===== src/pkg/acs_pkg.sv =====
// Constants, register map and state record of the conversion sequencer.
// Assumes a single core clock and a plain strobe-based register port.
package acs_pkg;

   // Register byte offsets on the register port.
   localparam logic [5:0] ACS_OFS_CONTROL_A_REG = 6'h00;
   localparam logic [5:0] ACS_OFS_CONTROL_B_REG = 6'h04;
   localparam logic [5:0] ACS_OFS_SAMP = 6'h08;
   localparam logic [5:0] ACS_OFS_AVG = 6'h0c;
   localparam logic [5:0] ACS_OFS_INSEL = 6'h10;
   localparam logic [5:0] ACS_OFS_SOFTWARE_TRIGGER_REG = 6'h14;
   localparam logic [5:0] ACS_OFS_IENSET = 6'h18;
   localparam logic [5:0] ACS_OFS_IENCLR = 6'h1c;
   localparam logic [5:0] ACS_OFS_IFLAG = 6'h20;
   localparam logic [5:0] ACS_OFS_RESULT = 6'h24;
   localparam logic [5:0] ACS_OFS_DBG = 6'h28;

   // Field positions.
   localparam int ACS_CA_SOFT_RESET_BIT = 0;
   localparam int ACS_CA_ENABLE = 1;
   localparam int ACS_CB_DIFF = 0;
   localparam int ACS_CB_FREE = 1;
   localparam int ACS_CB_RES_LO = 2;
   localparam int ACS_CB_PRE_LO = 4;
   localparam int ACS_CB_EVTEN = 7;
   localparam int ACS_SW_START = 1;
   localparam int ACS_FL_RESULT_READY_FLAG = 0;
   localparam int ACS_FL_OVR = 1;

   // Resolution select codes; code 1 is the accumulation setting.
   localparam logic [1:0] ACS_RES_12 = 2'h0;
   localparam logic [1:0] ACS_RES_ACC = 2'h1;
   localparam logic [1:0] ACS_RES_10 = 2'h2;
   localparam logic [1:0] ACS_RES_8 = 2'h3;

   // Gain codes and accumulation limits.
   localparam logic [3:0] ACS_GAIN_MAX = 4'h4;
   localparam logic [3:0] ACS_GAIN_HALF = 4'hf;
   localparam logic [3:0] ACS_SNUM_MAX = 4'ha;
   localparam logic [3:0] ACS_SNUM_SHIFT0 = 4'h4;

   // Sampling phase length in half converter periods before extension.
   localparam logic [7:0] ACS_SAMPLE_HALVES = 8'h01;
   // Leading converter period of a single shot, in half periods.
   localparam logic [7:0] ACS_LEAD_HALVES = 8'h02;

   typedef enum logic [1:0] {ACS_IDLE, ACS_SAMPLE, ACS_CONVERT} acs_state_t;

   // Whole state of the sequencer apart from the prescaler, registered in one place.
   typedef struct packed {
      acs_state_t state;
      logic enable;
      logic diff;
      logic freerun;
      logic evt_en;
      logic [1:0] resolution_select;
      logic [2:0] presc;
      logic [5:0] sample_length_field;
      logic [3:0] snum;
      logic [3:0] gain;
      logic [1:0] inten;
      logic [1:0] flags;
      logic [15:0] result;
      logic dbg;
      logic [31:0] rdata;
      logic start_pend;
      logic first;
      logic [7:0] halfcnt;
      logic [10:0] samp_cnt;
      logic [21:0] acc;
      logic s_diff;
      logic s_free;
      logic [1:0] s_res;
      logic [3:0] s_gain;
      logic [5:0] s_sample_length_field;
      logic [3:0] s_snum;
      logic ana_sample;
      logic ana_convert;
      logic [1:0] flag_req;
      logic busy;
   } acs_st_t;

   localparam acs_st_t ACS_ST_RST = '{state: ACS_IDLE, default: '0};

endpackage


===== src/core/acs_presc.sv =====
// Programmable prescaler of the conversion sequencer.
// Assumes the core clock; emits one-cycle ticks, one per half period.
`timescale 1ns/100ps
module acs_presc #(
   parameter int CW = 9
) (
   // Clock and reset.
   input wire logic core_clk,
   input wire logic rst_b,
   // Control.
   input wire logic run,
   input wire logic [2:0] sel,
   // Half-period tick.
   output logic half_tick_r
);
   logic [CW-1:0] cnt_r;
   logic [CW-1:0] cnt_nxt;
   logic [CW-1:0] lim;
   logic tick_nxt;

   // Division by four times two to the select gives two ticks per period.
   always_comb begin
      lim = CW'((2 << sel) - 1);
      tick_nxt = 1'b0;
      cnt_nxt = '0;
      if (run) begin
         if (cnt_r >= lim) begin
            tick_nxt = 1'b1;
         end else begin
            cnt_nxt = cnt_r + 1'b1;
         end
      end
   end

   // Stopping clears the count so each run starts with a full half period.
   always_ff @(posedge core_clk or negedge rst_b) begin
      if (!rst_b) begin
         cnt_r <= '0;
         half_tick_r <= 1'b0;
      end else begin
         cnt_r <= cnt_nxt;
         half_tick_r <= tick_nxt;
      end
   end
endmodule


===== src/core/acs_seq.sv =====
// Conversion sequencer: registers, trigger, timing, accumulation, flags.
// Assumes the converter core returns a 12-bit sample on conv_data that is
// stable when the convert phase ends, synchronous to core_clk.
//
// Added by the designer: the strobed register port and the address map.
`timescale 1ns/100ps
// Function
// - enable bit starts, zero write stops converter
// - soft reset clears all but debug register
// - start bit or automatic trigger begins conversion
// - free-run restarts after first launched conversion
// - each result overwrites the result register
// - unread result replaced sets overrun flag
// - ready flag rises once result visible
// - enable-set bits enable matching flag sources
// - prescaler divides converter clock for conversions
// - single shot latency one plus half resolution plus gain
// - free-run latency half resolution plus gain
// - gain code table adds zero to three periods
// - resolution select eight ten twelve, twelve default
// - differential bit selects differential in both modes
// - synchronized start, sample in first half period
// - sample length field extends sampling phase
// - sample count accumulates two-power samples up to 1024
// - sums beyond sixteen samples shifted right automatically
module acs_seq
   import acs_pkg::*;
(
   // Clock and reset.
   input wire logic core_clk,
   input wire logic rst_b,
   // Register port.
   input wire logic [5:0] reg_addr,
   input wire logic [31:0] reg_wdata,
   input wire logic reg_wr,
   input wire logic reg_rd,
   output logic [31:0] reg_rdata,
   // Automatic trigger and converter core.
   input wire logic trig_evt,
   input wire logic [11:0] conv_data,
   output logic ana_sample,
   output logic ana_convert,
   output logic ana_diff,
   output logic [3:0] ana_gain,
   output logic [1:0] ana_res,
   // Flag requests gated by the enables.
   output logic [1:0] flag_req,
   output logic busy
);
   import acs_pkg::*;

   acs_st_t s_r;
   acs_st_t s_nxt;
   logic tick;

   // The prescaler only runs while enabled, so a disabled block is quiet.
   acs_presc #(.CW(9)) u_presc (
      .core_clk(core_clk),
      .rst_b(rst_b),
      .run(s_r.enable),
      .sel(s_r.presc),
      .half_tick_r(tick)
   );

   // Gain delay in half periods; reserved codes add nothing.
   function automatic logic [7:0] gain_halves(input logic [3:0] g,
                                              input logic d,
                                              input logic fr);
      logic [2:0] k;
      // Half gain takes the delays of the 2x setting in every mode.
      k = (g == ACS_GAIN_HALF) ? 3'h2 : 3'(g) + 3'h1;
      if (g > ACS_GAIN_MAX && g != ACS_GAIN_HALF) begin
         gain_halves = 8'h00;
      end else if (fr) begin
         case (k)
            3'h1: gain_halves = 8'h00;
            3'h2: gain_halves = d ? 8'h00 : 8'h02;
            3'h3: gain_halves = 8'h02;
            3'h4: gain_halves = d ? 8'h02 : 8'h04;
            default: gain_halves = 8'h04;
         endcase
      end else begin
         gain_halves = 8'(k) - 8'h01 + (d ? 8'h00 : 8'h02);
      end
   endfunction

   // Half resolution in periods equals the resolution in half periods.
   function automatic logic [7:0] res_halves(input logic [1:0] r);
      case (r)
         ACS_RES_10: res_halves = 8'h0a;
         ACS_RES_8: res_halves = 8'h08;
         default: res_halves = 8'h0c;
      endcase
   endfunction

   logic [7:0] lat_halves;
   logic [7:0] samp_end;
   logic [11:0] sample;
   logic [10:0] n_samp;
   logic [21:0] acc_sum;
   logic [3:0] shift;
   logic last;
   logic new_result;
   logic go;

   // Timing and accumulation arithmetic for the running conversion.
   always_comb begin
      samp_end = ACS_SAMPLE_HALVES + 8'(s_r.s_sample_length_field);
      if (s_r.first) begin
         lat_halves = ACS_LEAD_HALVES + res_halves(s_r.s_res)
            + gain_halves(s_r.s_gain, s_r.s_diff, 1'b0);
      end else begin
         lat_halves = res_halves(s_r.s_res)
            + gain_halves(s_r.s_gain, s_r.s_diff, 1'b1);
      end
      lat_halves = lat_halves + 8'(s_r.s_sample_length_field);
      case (s_r.s_res)
         ACS_RES_10: sample = {2'h0, conv_data[11:2]};
         ACS_RES_8: sample = {4'h0, conv_data[11:4]};
         default: sample = conv_data;
      endcase
      // Reserved counts fall back to single unshifted results at the selected resolution.
      n_samp = (s_r.s_snum > ACS_SNUM_MAX) ? 11'h001
         : 11'(11'h001 << s_r.s_snum);
      shift = (s_r.s_snum > ACS_SNUM_SHIFT0 && s_r.s_snum <= ACS_SNUM_MAX)
         ? s_r.s_snum - ACS_SNUM_SHIFT0 : 4'h0;
      if (s_r.samp_cnt == 11'h000) begin
         acc_sum = {10'h000, sample};
      end else begin
         acc_sum = s_r.acc + {10'h000, sample};
      end
      last = (s_r.samp_cnt == n_samp - 11'h001);
      new_result = (s_r.state == ACS_CONVERT) && tick
         && (s_r.halfcnt + 8'h01 >= lat_halves) && last;
      go = s_r.start_pend && s_r.enable && tick && s_r.state == ACS_IDLE;
   end

   // Next state: register port, trigger, sequencing and flags.
   always_comb begin
      s_nxt = s_r;
      s_nxt.rdata = '0;
      // A trigger while disabled is dropped rather than held for later.
      if (trig_evt && s_r.evt_en && s_r.enable) begin
         s_nxt.start_pend = 1'b1;
      end
      if (reg_wr) begin
         case (reg_addr)
            ACS_OFS_CONTROL_A_REG: s_nxt.enable = reg_wdata[ACS_CA_ENABLE];
            ACS_OFS_CONTROL_B_REG: begin
               s_nxt.diff = reg_wdata[ACS_CB_DIFF];
               s_nxt.freerun = reg_wdata[ACS_CB_FREE];
               s_nxt.resolution_select = reg_wdata[ACS_CB_RES_LO +: 2];
               s_nxt.presc = reg_wdata[ACS_CB_PRE_LO +: 3];
               s_nxt.evt_en = reg_wdata[ACS_CB_EVTEN];
            end
            ACS_OFS_SAMP: s_nxt.sample_length_field = reg_wdata[5:0];
            ACS_OFS_AVG: s_nxt.snum = reg_wdata[3:0];
            ACS_OFS_INSEL: s_nxt.gain = reg_wdata[3:0];
            ACS_OFS_SOFTWARE_TRIGGER_REG: begin
               if (reg_wdata[ACS_SW_START] && s_r.enable) begin
                  s_nxt.start_pend = 1'b1;
               end
            end
            ACS_OFS_IENSET: s_nxt.inten = s_r.inten | reg_wdata[1:0];
            ACS_OFS_IENCLR: s_nxt.inten = s_r.inten & ~reg_wdata[1:0];
            ACS_OFS_IFLAG: s_nxt.flags = s_r.flags & ~reg_wdata[1:0];
            ACS_OFS_DBG: s_nxt.dbg = reg_wdata[0];
            default: ;
         endcase
      end
      if (reg_rd) begin
         case (reg_addr)
            ACS_OFS_CONTROL_A_REG: s_nxt.rdata = {30'h0, s_r.enable, 1'b0};
            ACS_OFS_CONTROL_B_REG: s_nxt.rdata = {24'h0, s_r.evt_en, s_r.presc,
               s_r.resolution_select, s_r.freerun, s_r.diff};
            ACS_OFS_SAMP: s_nxt.rdata = {26'h0, s_r.sample_length_field};
            ACS_OFS_AVG: s_nxt.rdata = {28'h0, s_r.snum};
            ACS_OFS_INSEL: s_nxt.rdata = {28'h0, s_r.gain};
            ACS_OFS_IENSET: s_nxt.rdata = {30'h0, s_r.inten};
            ACS_OFS_IENCLR: s_nxt.rdata = {30'h0, s_r.inten};
            ACS_OFS_IFLAG: s_nxt.rdata = {30'h0, s_r.flags};
            ACS_OFS_RESULT: begin
               s_nxt.rdata = {16'h0, s_r.result};
               s_nxt.flags[ACS_FL_RESULT_READY_FLAG] = 1'b0;
            end
            ACS_OFS_DBG: s_nxt.rdata = {31'h0, s_r.dbg};
            default: s_nxt.rdata = '0;
         endcase
      end
      // Sequencing runs on prescaler ticks only.
      case (s_r.state)
         ACS_IDLE: begin
            if (go) begin
               // Config is copied here, so later writes wait for the next start from idle.
               s_nxt.s_diff = s_r.diff;
               s_nxt.s_free = s_r.freerun;
               s_nxt.s_res = s_r.resolution_select;
               s_nxt.s_gain = s_r.gain;
               s_nxt.s_sample_length_field = s_r.sample_length_field;
               s_nxt.s_snum = s_r.snum;
               s_nxt.start_pend = 1'b0;
               s_nxt.first = 1'b1;
               s_nxt.samp_cnt = '0;
               s_nxt.halfcnt = '0;
               s_nxt.state = ACS_SAMPLE;
               s_nxt.ana_sample = 1'b1;
            end
         end
         ACS_SAMPLE: begin
            if (tick) begin
               s_nxt.halfcnt = s_r.halfcnt + 8'h01;
               if (s_r.halfcnt + 8'h01 >= samp_end) begin
                  s_nxt.state = ACS_CONVERT;
                  s_nxt.ana_sample = 1'b0;
                  s_nxt.ana_convert = 1'b1;
               end
            end
         end
         ACS_CONVERT: begin
            if (tick && s_r.halfcnt + 8'h01 >= lat_halves) begin
               s_nxt.acc = acc_sum;
               s_nxt.halfcnt = '0;
               s_nxt.first = 1'b0;
               s_nxt.ana_convert = 1'b0;
               s_nxt.samp_cnt = last ? 11'h000 : s_r.samp_cnt + 11'h001;
               if (!last || s_r.s_free) begin
                  s_nxt.state = ACS_SAMPLE;
                  s_nxt.ana_sample = 1'b1;
               end else begin
                  s_nxt.state = ACS_IDLE;
               end
            end else begin
               s_nxt.halfcnt = tick ? s_r.halfcnt + 8'h01 : s_r.halfcnt;
            end
         end
         default: s_nxt.state = ACS_IDLE;
      endcase
      // A finished result wins over a clear or a read in the same cycle.
      if (new_result) begin
         s_nxt.result = 16'(acc_sum >> shift);
         s_nxt.flags[ACS_FL_RESULT_READY_FLAG] = 1'b1;
         if (s_r.flags[ACS_FL_RESULT_READY_FLAG]) begin
            s_nxt.flags[ACS_FL_OVR] = 1'b1;
         end
      end
      // Disabling aborts the running conversion and drops pending starts.
      if (!s_nxt.enable) begin
         s_nxt.state = ACS_IDLE;
         s_nxt.ana_sample = 1'b0;
         s_nxt.ana_convert = 1'b0;
         s_nxt.start_pend = 1'b0;
      end
      // Soft reset keeps only the debug setting; read data of the same cycle is cleared too.
      if (reg_wr && reg_addr == ACS_OFS_CONTROL_A_REG
          && reg_wdata[ACS_CA_SOFT_RESET_BIT]) begin
         s_nxt = ACS_ST_RST;
         s_nxt.dbg = s_r.dbg;
      end
      s_nxt.flag_req = s_nxt.flags & s_nxt.inten;
      s_nxt.busy = (s_nxt.state != ACS_IDLE);
   end

   // All state but the prescaler count and tick lives in one record.
   always_ff @(posedge core_clk or negedge rst_b) begin
      if (!rst_b) begin
         s_r <= ACS_ST_RST;
      end else begin
         s_r <= s_nxt;
      end
   end

   // Outputs straight from the state record.
   assign reg_rdata = s_r.rdata;
   assign ana_sample = s_r.ana_sample;
   assign ana_convert = s_r.ana_convert;
   assign ana_diff = s_r.s_diff;
   assign ana_gain = s_r.s_gain;
   assign ana_res = s_r.s_res;
   assign flag_req = s_r.flag_req;
   assign busy = s_r.busy;
endmodule


===== config.mk =====
export PLATFORM = sky130hd
export DESIGN_NAME = acs_seq
export DESIGN_NICKNAME = d
export VERILOG_FILES = /design/src/pkg/acs_pkg.sv /design/src/core/acs_presc.sv /design/src/core/acs_seq.sv
export SDC_FILE = /design/constraint.sdc
export NUM_CORES = 1
export LEC_CHECK = 0
export BUFFER_PORTS_ARGS = -buffer_cell sky130_fd_sc_hd__buf_4
export CORE_ASPECT_RATIO = 0.6
export CORE_UTILIZATION = 62
export CTS_BUF_LIST = sky130_fd_sc_hd__clkbuf_16
export DETAILED_ROUTE_END_ITERATION = 8
export HOLD_SLACK_MARGIN = 0.05
export PLACE_DENSITY_LB_ADDON = 0.15
export SKIP_CTS_REPAIR_TIMING = 1
export SLEW_MARGIN = 0
export SYNTH_ARGS = -nofsm -noshare
export SYNTH_HDL_FRONTEND = slang
export SYNTH_HIERARCHICAL = 1
export SYNTH_SLANG_ARGS = --single-unit

===== constraint.sdc =====
create_clock -name core_clk -period 16.5 [get_ports core_clk]
set_clock_uncertainty 0.2 [all_clocks]
set_input_delay 1.65 -clock core_clk [delete_from_list [all_inputs] [get_ports core_clk]]
set_output_delay 1.65 -clock core_clk [all_outputs]
set_load 0.02 [all_outputs]

==> impl_metrics.toml, run 1 <==
[clock_network]
clk_latency_ps = 430
cts_sinks = 138
cts_buffers = 17
root_buffer = "clkbuf_16"
cts_tree = "yes"
clk_pin_slew_ps = 60
clockBufferDepth = 2
htree_levels = 4

[layout]
finalNonFillerCells = 1572
drive_gt1_share_pct = 10.09
antenna_cells = 0
fin_area_sq_mm = 0.01176
fin_nets = 1454
syn_to_final_growth_pct = 8.019

[placement]
placed_area_sq_mm = 0.01121
place_inst = 1542
place_ws_ps = 9098
io_buffers = 58
gp_congestion = 0.9802
dp_hpwl_mm = 21.71

[power_and_ir_drop]
internal_power_uw = 756.0
combPwrFrac_pct = 36.4
power_frac_clock_pct = 31.3
netSwitchingFraction_pct = 37.26
p_leak_nw = 5.348
switchingPower_uw = 449.1
p_seq_share_pct = 32.3
power_density_mw_per_mm2 = 102.4
max-vdd-ir-drop_v = 0.00008145

[timing]
finalWorstSetupSlack_ps = 8933
min_period_ps = 7567
drv_slew = 0
timing.hold.ws_ps = 281.5
fin_crit_sh_pct = 45.86
fin_setup_tns_ps = 0
worst_pin_slew_ps = 1175
setup_violations = 0
hold_viol = 0
slew_headroom_pct = 21.27
max_freq_mhz = 132.1
rsz0062_at_grt = "false"

[critical_path]
reg2reg_from = "ana_gain[0]"
r2r_end = "s_r[54]"
endpoint_kind = "flip-flop"
reg2reg_depth = 32
crit_arrival_ps = 7670
cp-start-kind = "flip-flop"
critPathMostFrequentCell = "ha_1"
cp_slowest_cell = "nor2_1"
slowest_delay_ps = 600
ff2ff_setup_slack_ps = 8930
critical_path_class = "reg -> reg"
required_ps = 16600
cp_max_fo = 30

[yosys]
syn_area_per_cell_sq_um = 8.176
synthTopCellsByArea = "dfrtp_1 (32%), ha_1 (7.8%), a21oi_1 (5.6%)"
ys_async_sr_fraction_pct = 100.0
ys_top_cells_by_count = "nand2_1 (159), dfrtp_1 (138), a21oi_1 (121), nor2_1 (119), o21ai_0 (81)"
yosys.area.top_type = "dfrtp_1"
synth_top_flop_cell = "dfrtp_1"
yosysTopAreaCellShare_pct = 31.71
postSynthCellCount = 1332
yosys_warnings = 6
ys_seq_area_share_pct = 31.71
yosysMostFrequentCell = "nand2_1"
synth_seq_cells = 138
synth_cell_types = 90
syn-cell-area_sq_mm = 0.01089
synth_edf_count = 0

[detailed_routing]
vias = 10140
drtIter0Drc = 1285
drc = 0
via_per_inst = 6.450
routedWlPerCell_microns = 19.10
antenna_left = 0
drtPass1Iterations = 6
routed_wl_mm = 30.02

[die]
die_h_microns = 104.7
fp.coreArea_sq_mm = 0.01718
rows = 37
design.die.area_sq_mm = 0.01812
start_util_pct = 63.41
io_pins = 99
fp.dieW_microns = 173.1

[worst_hold_path]
worstHoldEndpoint = "u_presc/cnt_r[0]"
worst_hold_path.num_cells = 1
hp-class = "reg -> reg"
min-delay-start = "u_presc/cnt_r[0]"

[grt]
antenna_found_initial = 0
grt_max_degree = 88
grt_pass1_vias = 9030
grt_usage_pct = 33.94
grt_pass1_wl_mm = 48.86
grt_overflow = 0

[outcome]
status = "finished clean"

[flow_run]
drv_cap = 0
==> worst max-delay path by stage <==
| stage | to | slack, ps | from | depth (start not counted) |
|---|---|---|---|---|
| after global routing | s_r[54] | 8290 | ana_gain[0] | 32 |
| after global placement | s_r[55] | 9370 | ana_gain[0] | 32 |
| final | s_r[54] | 8930 | ana_gain[0] | 32 |
| after detailed placement | s_r[54] | 9100 | ana_gain[0] | 32 |
| after floorplan | s_r[111] | 10640 | ana_gain[0] | 31 |
| after CTS | s_r[54] | 9020 | ana_gain[0] | 32 |
==> routing by layer <==
metal,up-vias,wire [microns],track usage (%)
met1,4809,14830,55.41
met4,0,255,5.057
met2,556,11540,44.38
met3,29,3389,8.552
li1,4745,-,-
met5,-,0,0
==> state kept, by name, indices dropped and copies added, names as in the netlist <==
signal,count
u_presc/half_tick_r,1
busy,1
ana_sample,1
s_r,100
u_presc/cnt_r,9
reg_rdata,16
ana_convert,1
ana_diff,1
ana_res,2
flag_req,2
ana_gain,4
==> layout make-up <==
class	count	area, sq um
Tap cell	234	292.8
Clock inverter	13	132.6
Fill cell	1408	5411
Timing Repair Buffer	70	529.3
Multi-Input combinational cell	1054	6758
Sequential cell	138	3453
Clock buffer	17	425.4
Inverter	46	172.7
==> per-stage QoR <==
step / utilization, % / total power [mW]
after detailed placement: 65.24 / 0.8193
after global placement: 65.24 / 0.8027
after floorplan: - / 0.7155
final: 68.49 / 1.205
after global routing: 68.49 / 1.274
after CTS: 68.49 / 1.197
==> power by group through the flow <==
| stage | Sequential [mW] | Combinational (mW) | Clock, mW |
|---|---|---|---|
| after detailed placement | 0.393 | 0.426 | 0 |
| after floorplan | 0.376 | 0.339 | 0 |
| after CTS | 0.388 | 0.431 | 0.378 |
| after global routing | 0.392 | 0.490 | 0.392 |
| final | 0.389 | 0.439 | 0.377 |
| after global placement | 0.393 | 0.410 | 0 |
==> cells in the final DEF, fill, tap and decap left out, drive strengths merged, types with 15 or more instances in the layout <==
cell and n:
xnor2 24, o21ai 89, conb 17, nand2 160, nor2b 15, a21o 17, a211oi 16, and2 15
inv 50, nor3 25, and3 29, clkbuf 17, buf 70, mux2i 29, nor2 120, ha 68
xor2 25, a21oi 123, dfrtp 138, a22oi 15, nand3 54
==> cells by family (layout without fill, tap and decap cells) <==
logic type      count (synthesis)  in the layout  synth area share [%]
xor+xnor                       49             49                 3.941
compound gates                389            389                 23.32
simple gates                  487            487                 21.70
other cells                     2             17               0.06896
fa+ha+maj                      72             72                 8.548
flops                         138            138                 31.71
buf+inv                       155            146                 6.905
mux                            40             40                 3.803
==> critical path, delay by kind of cell, from the launching register on <==
kind / cells / cell delay (ps)
mux: 1 / 270
buf+inv: 3 / 420
fa+ha+maj: 8 / 2160
flops: 1 / 480
xor+xnor: 1 / 140
compound gates: 6 / 1410
simple gates: 13 / 2350
(Power assumes the default switching activity.)
==> run 2, diff against run 1 <==
--- a/config.mk
+++ b/config.mk
@@ -7,7 +7,7 @@
 export LEC_CHECK = 0
 export BUFFER_PORTS_ARGS = -buffer_cell sky130_fd_sc_hd__buf_4
 export CORE_ASPECT_RATIO = 0.6
-export CORE_UTILIZATION = 62
+export CORE_UTILIZATION = 55
 export CTS_BUF_LIST = sky130_fd_sc_hd__clkbuf_16
 export DETAILED_ROUTE_END_ITERATION = 8
 export HOLD_SLACK_MARGIN = 0.05
==> constraint.sdc (replaced) <==
create_clock -name core_clk -period 6.5 [get_ports core_clk]
set_clock_uncertainty 0.2 [all_clocks]
set_input_delay 0.65 -clock core_clk [delete_from_list [all_inputs] [get_ports core_clk]]
set_output_delay 0.65 -clock core_clk [all_outputs]
set_load 0.02 [all_outputs]
==> run 2 against run 1 <==
  * Power grew to 2.6 times the previous value
  * Largest cell class unchanged
  * Sequential power rose to 2.5 times the previous value
  * Via count is 1.4% higher
  * Critical endpoint is now s_r[108]
  * Maximum frequency increased by 19%
==> impl_metrics.toml, run 2 (same netlist as run 1, synthesis figures left out) <==
[clock_network]
clk_latency_ps = 440
cts_buffers = 17
clockBufferDepth = 2
cts_tree = "yes"
htree_levels = 4
cts_sinks = 138
root_buffer = "clkbuf_16"
clk_pin_slew_ps = 60

[timing]
drv_slew = 0
rsz0062_at_grt = "true"
slew_headroom_pct = 23.78
worst_pin_slew_ps = 1139
setup_violations = 0
max_freq_mhz = 157.8
hold_viol = 0
min_period_ps = 6337
fin_setup_tns_ps = 0
fin_crit_sh_pct = 97.49
timing.hold.ws_ps = 84.13

[layout]
top_register = "s_r"
syn_to_final_growth_pct = 11.08
mostFrequentLayoutCells = "nand2_1 (158), dfrtp_1 (136), a21oi_1 (116)"
final_common_cell = "nand2_1"
finalNonFillerCells = 1628
antenna_cells = 0
largest_reg_flops = 100
fin_nets = 1476
drive_gt1_share_pct = 13.80
fin_util_pct = 62.92

[placement]
dp_hpwl_mm = 22.31
io_buffers = 58
place_inst = 1588
gp_congestion = 0.9424

[die]
rows = 39
io_pins = 99
fp.dieW_microns = 183.7
design.die.area_sq_mm = 0.02039
start_util_pct = 56.64
die_h_microns = 111.0
fp.coreArea_sq_mm = 0.01923

[critical_path]
endpoint_kind = "flip-flop"
slowest_delay_ps = 450
cp-start-kind = "flip-flop"
critPathMostFrequentCell = "ha_1"
crit_arrival_ps = 6510
cp_max_fo = 6
cp_slowest_cell = "or3_4"
required_ps = 6680
critical_path_class = "reg -> reg"

[power_and_ir_drop]
power_density_mw_per_mm2 = 258.8
power_frac_clock_pct = 29.9
combPwrFrac_pct = 39.0
netSwitchingFraction_pct = 38.03
p_leak_nw = 5.470
max-vdd-ir-drop_v = 0.0001989
switchingPower_mw = 1.191
internal_power_mw = 1.940
p_seq_share_pct = 31.2

[grt]
grt_pass1_wl_mm = 49.64
grt_pass1_vias = 9093
grt_overflow = 0
grt_usage_pct = 30.96
antenna_found_initial = 0
grt_max_degree = 88

[detailed_routing]
routedWlPerCell_microns = 19.06
via_per_inst = 6.315
vias = 10280
drc = 0
routed_wl_mm = 31.04
drtIter0Drc = 1217
drtPass1Iterations = 8
antenna_left = 0

[flow_run]
drv_cap = 0

[outcome]
status = "finished clean"

[worst_hold_path]
hp-class = "in -> async"
## run 2: stage by stage
stage	setup WS (ps)	power, mW	area [sq um]
2_1_floorplan	643.5	1.816	10950
3_3_place_gp	74.42	2.054	11350
3_5_place_dp	-79.30	2.085	11350
4_1_cts	-172.5	3.031	11900
5_1_grt	-91.36	3.302	12100
6_report	162.9	3.131	12100
## run 2: worst max-delay path, delay by kind of cell, from the launching register on
| kind | cells | cell delay, ps |
|---|---|---|
| fa+ha+maj | 5 | 1530 |
| flops | 1 | 420 |
| mux | 1 | 270 |
| buf+inv | 3 | 350 |
| compound gates | 11 | 1890 |
| simple gates | 8 | 1610 |
## run 2: final timing paths
kind	start	end	slack, ps	depth (start not counted)
setup / recovery	ana_gain[0]	s_r[108]	160	28
hold / removal	rst_b	s_r[57]	80	1
setup reg to reg	ana_gain[0]	s_r[108]	160	28
hold reg to reg	s_r[108]	s_r[108]	290	1
max in group asynchronous	rst_b	s_r[108]	4760	2
min in group core_clk	reg_wdata[4]	s_r[133]	250	2
## run 2: area by class of cell
type                            count  area, sq um
Tap cell                          266        332.8
Clock inverter                     15        127.6
Sequential cell                   138         3456
Timing Repair Buffer               92        698.2
Fill cell                        1699         7129
Clock buffer                       17        425.4
Inverter                           46        172.7
Multi-Input combinational cell   1054         6884
## run 2: power by group through the flow
stage / logic (mW) / registers (mW) / clock network [mW]
after floorplan: 0.862 / 0.955 / 0
final: 1.22 / 0.976 / 0.935
after CTS: 1.11 / 0.971 / 0.947
after detailed placement: 1.10 / 0.986 / 0
after global routing: 1.34 / 0.982 / 0.977
after global placement: 1.07 / 0.985 / 0
## run 2: per-layer routing
metal | share of wire, % | track usage [%] | wire length, microns | up-vias
li1 | - | - | - | 4792
met4 | 1.1 | 7.500 | 354 | 0
met5 | 0 | 0 | 0 | -
met3 | 10 | 7.654 | 3252 | 30
met1 | 50 | 51.50 | 15530 | 4934
met2 | 38 | 38.31 | 11900 | 525
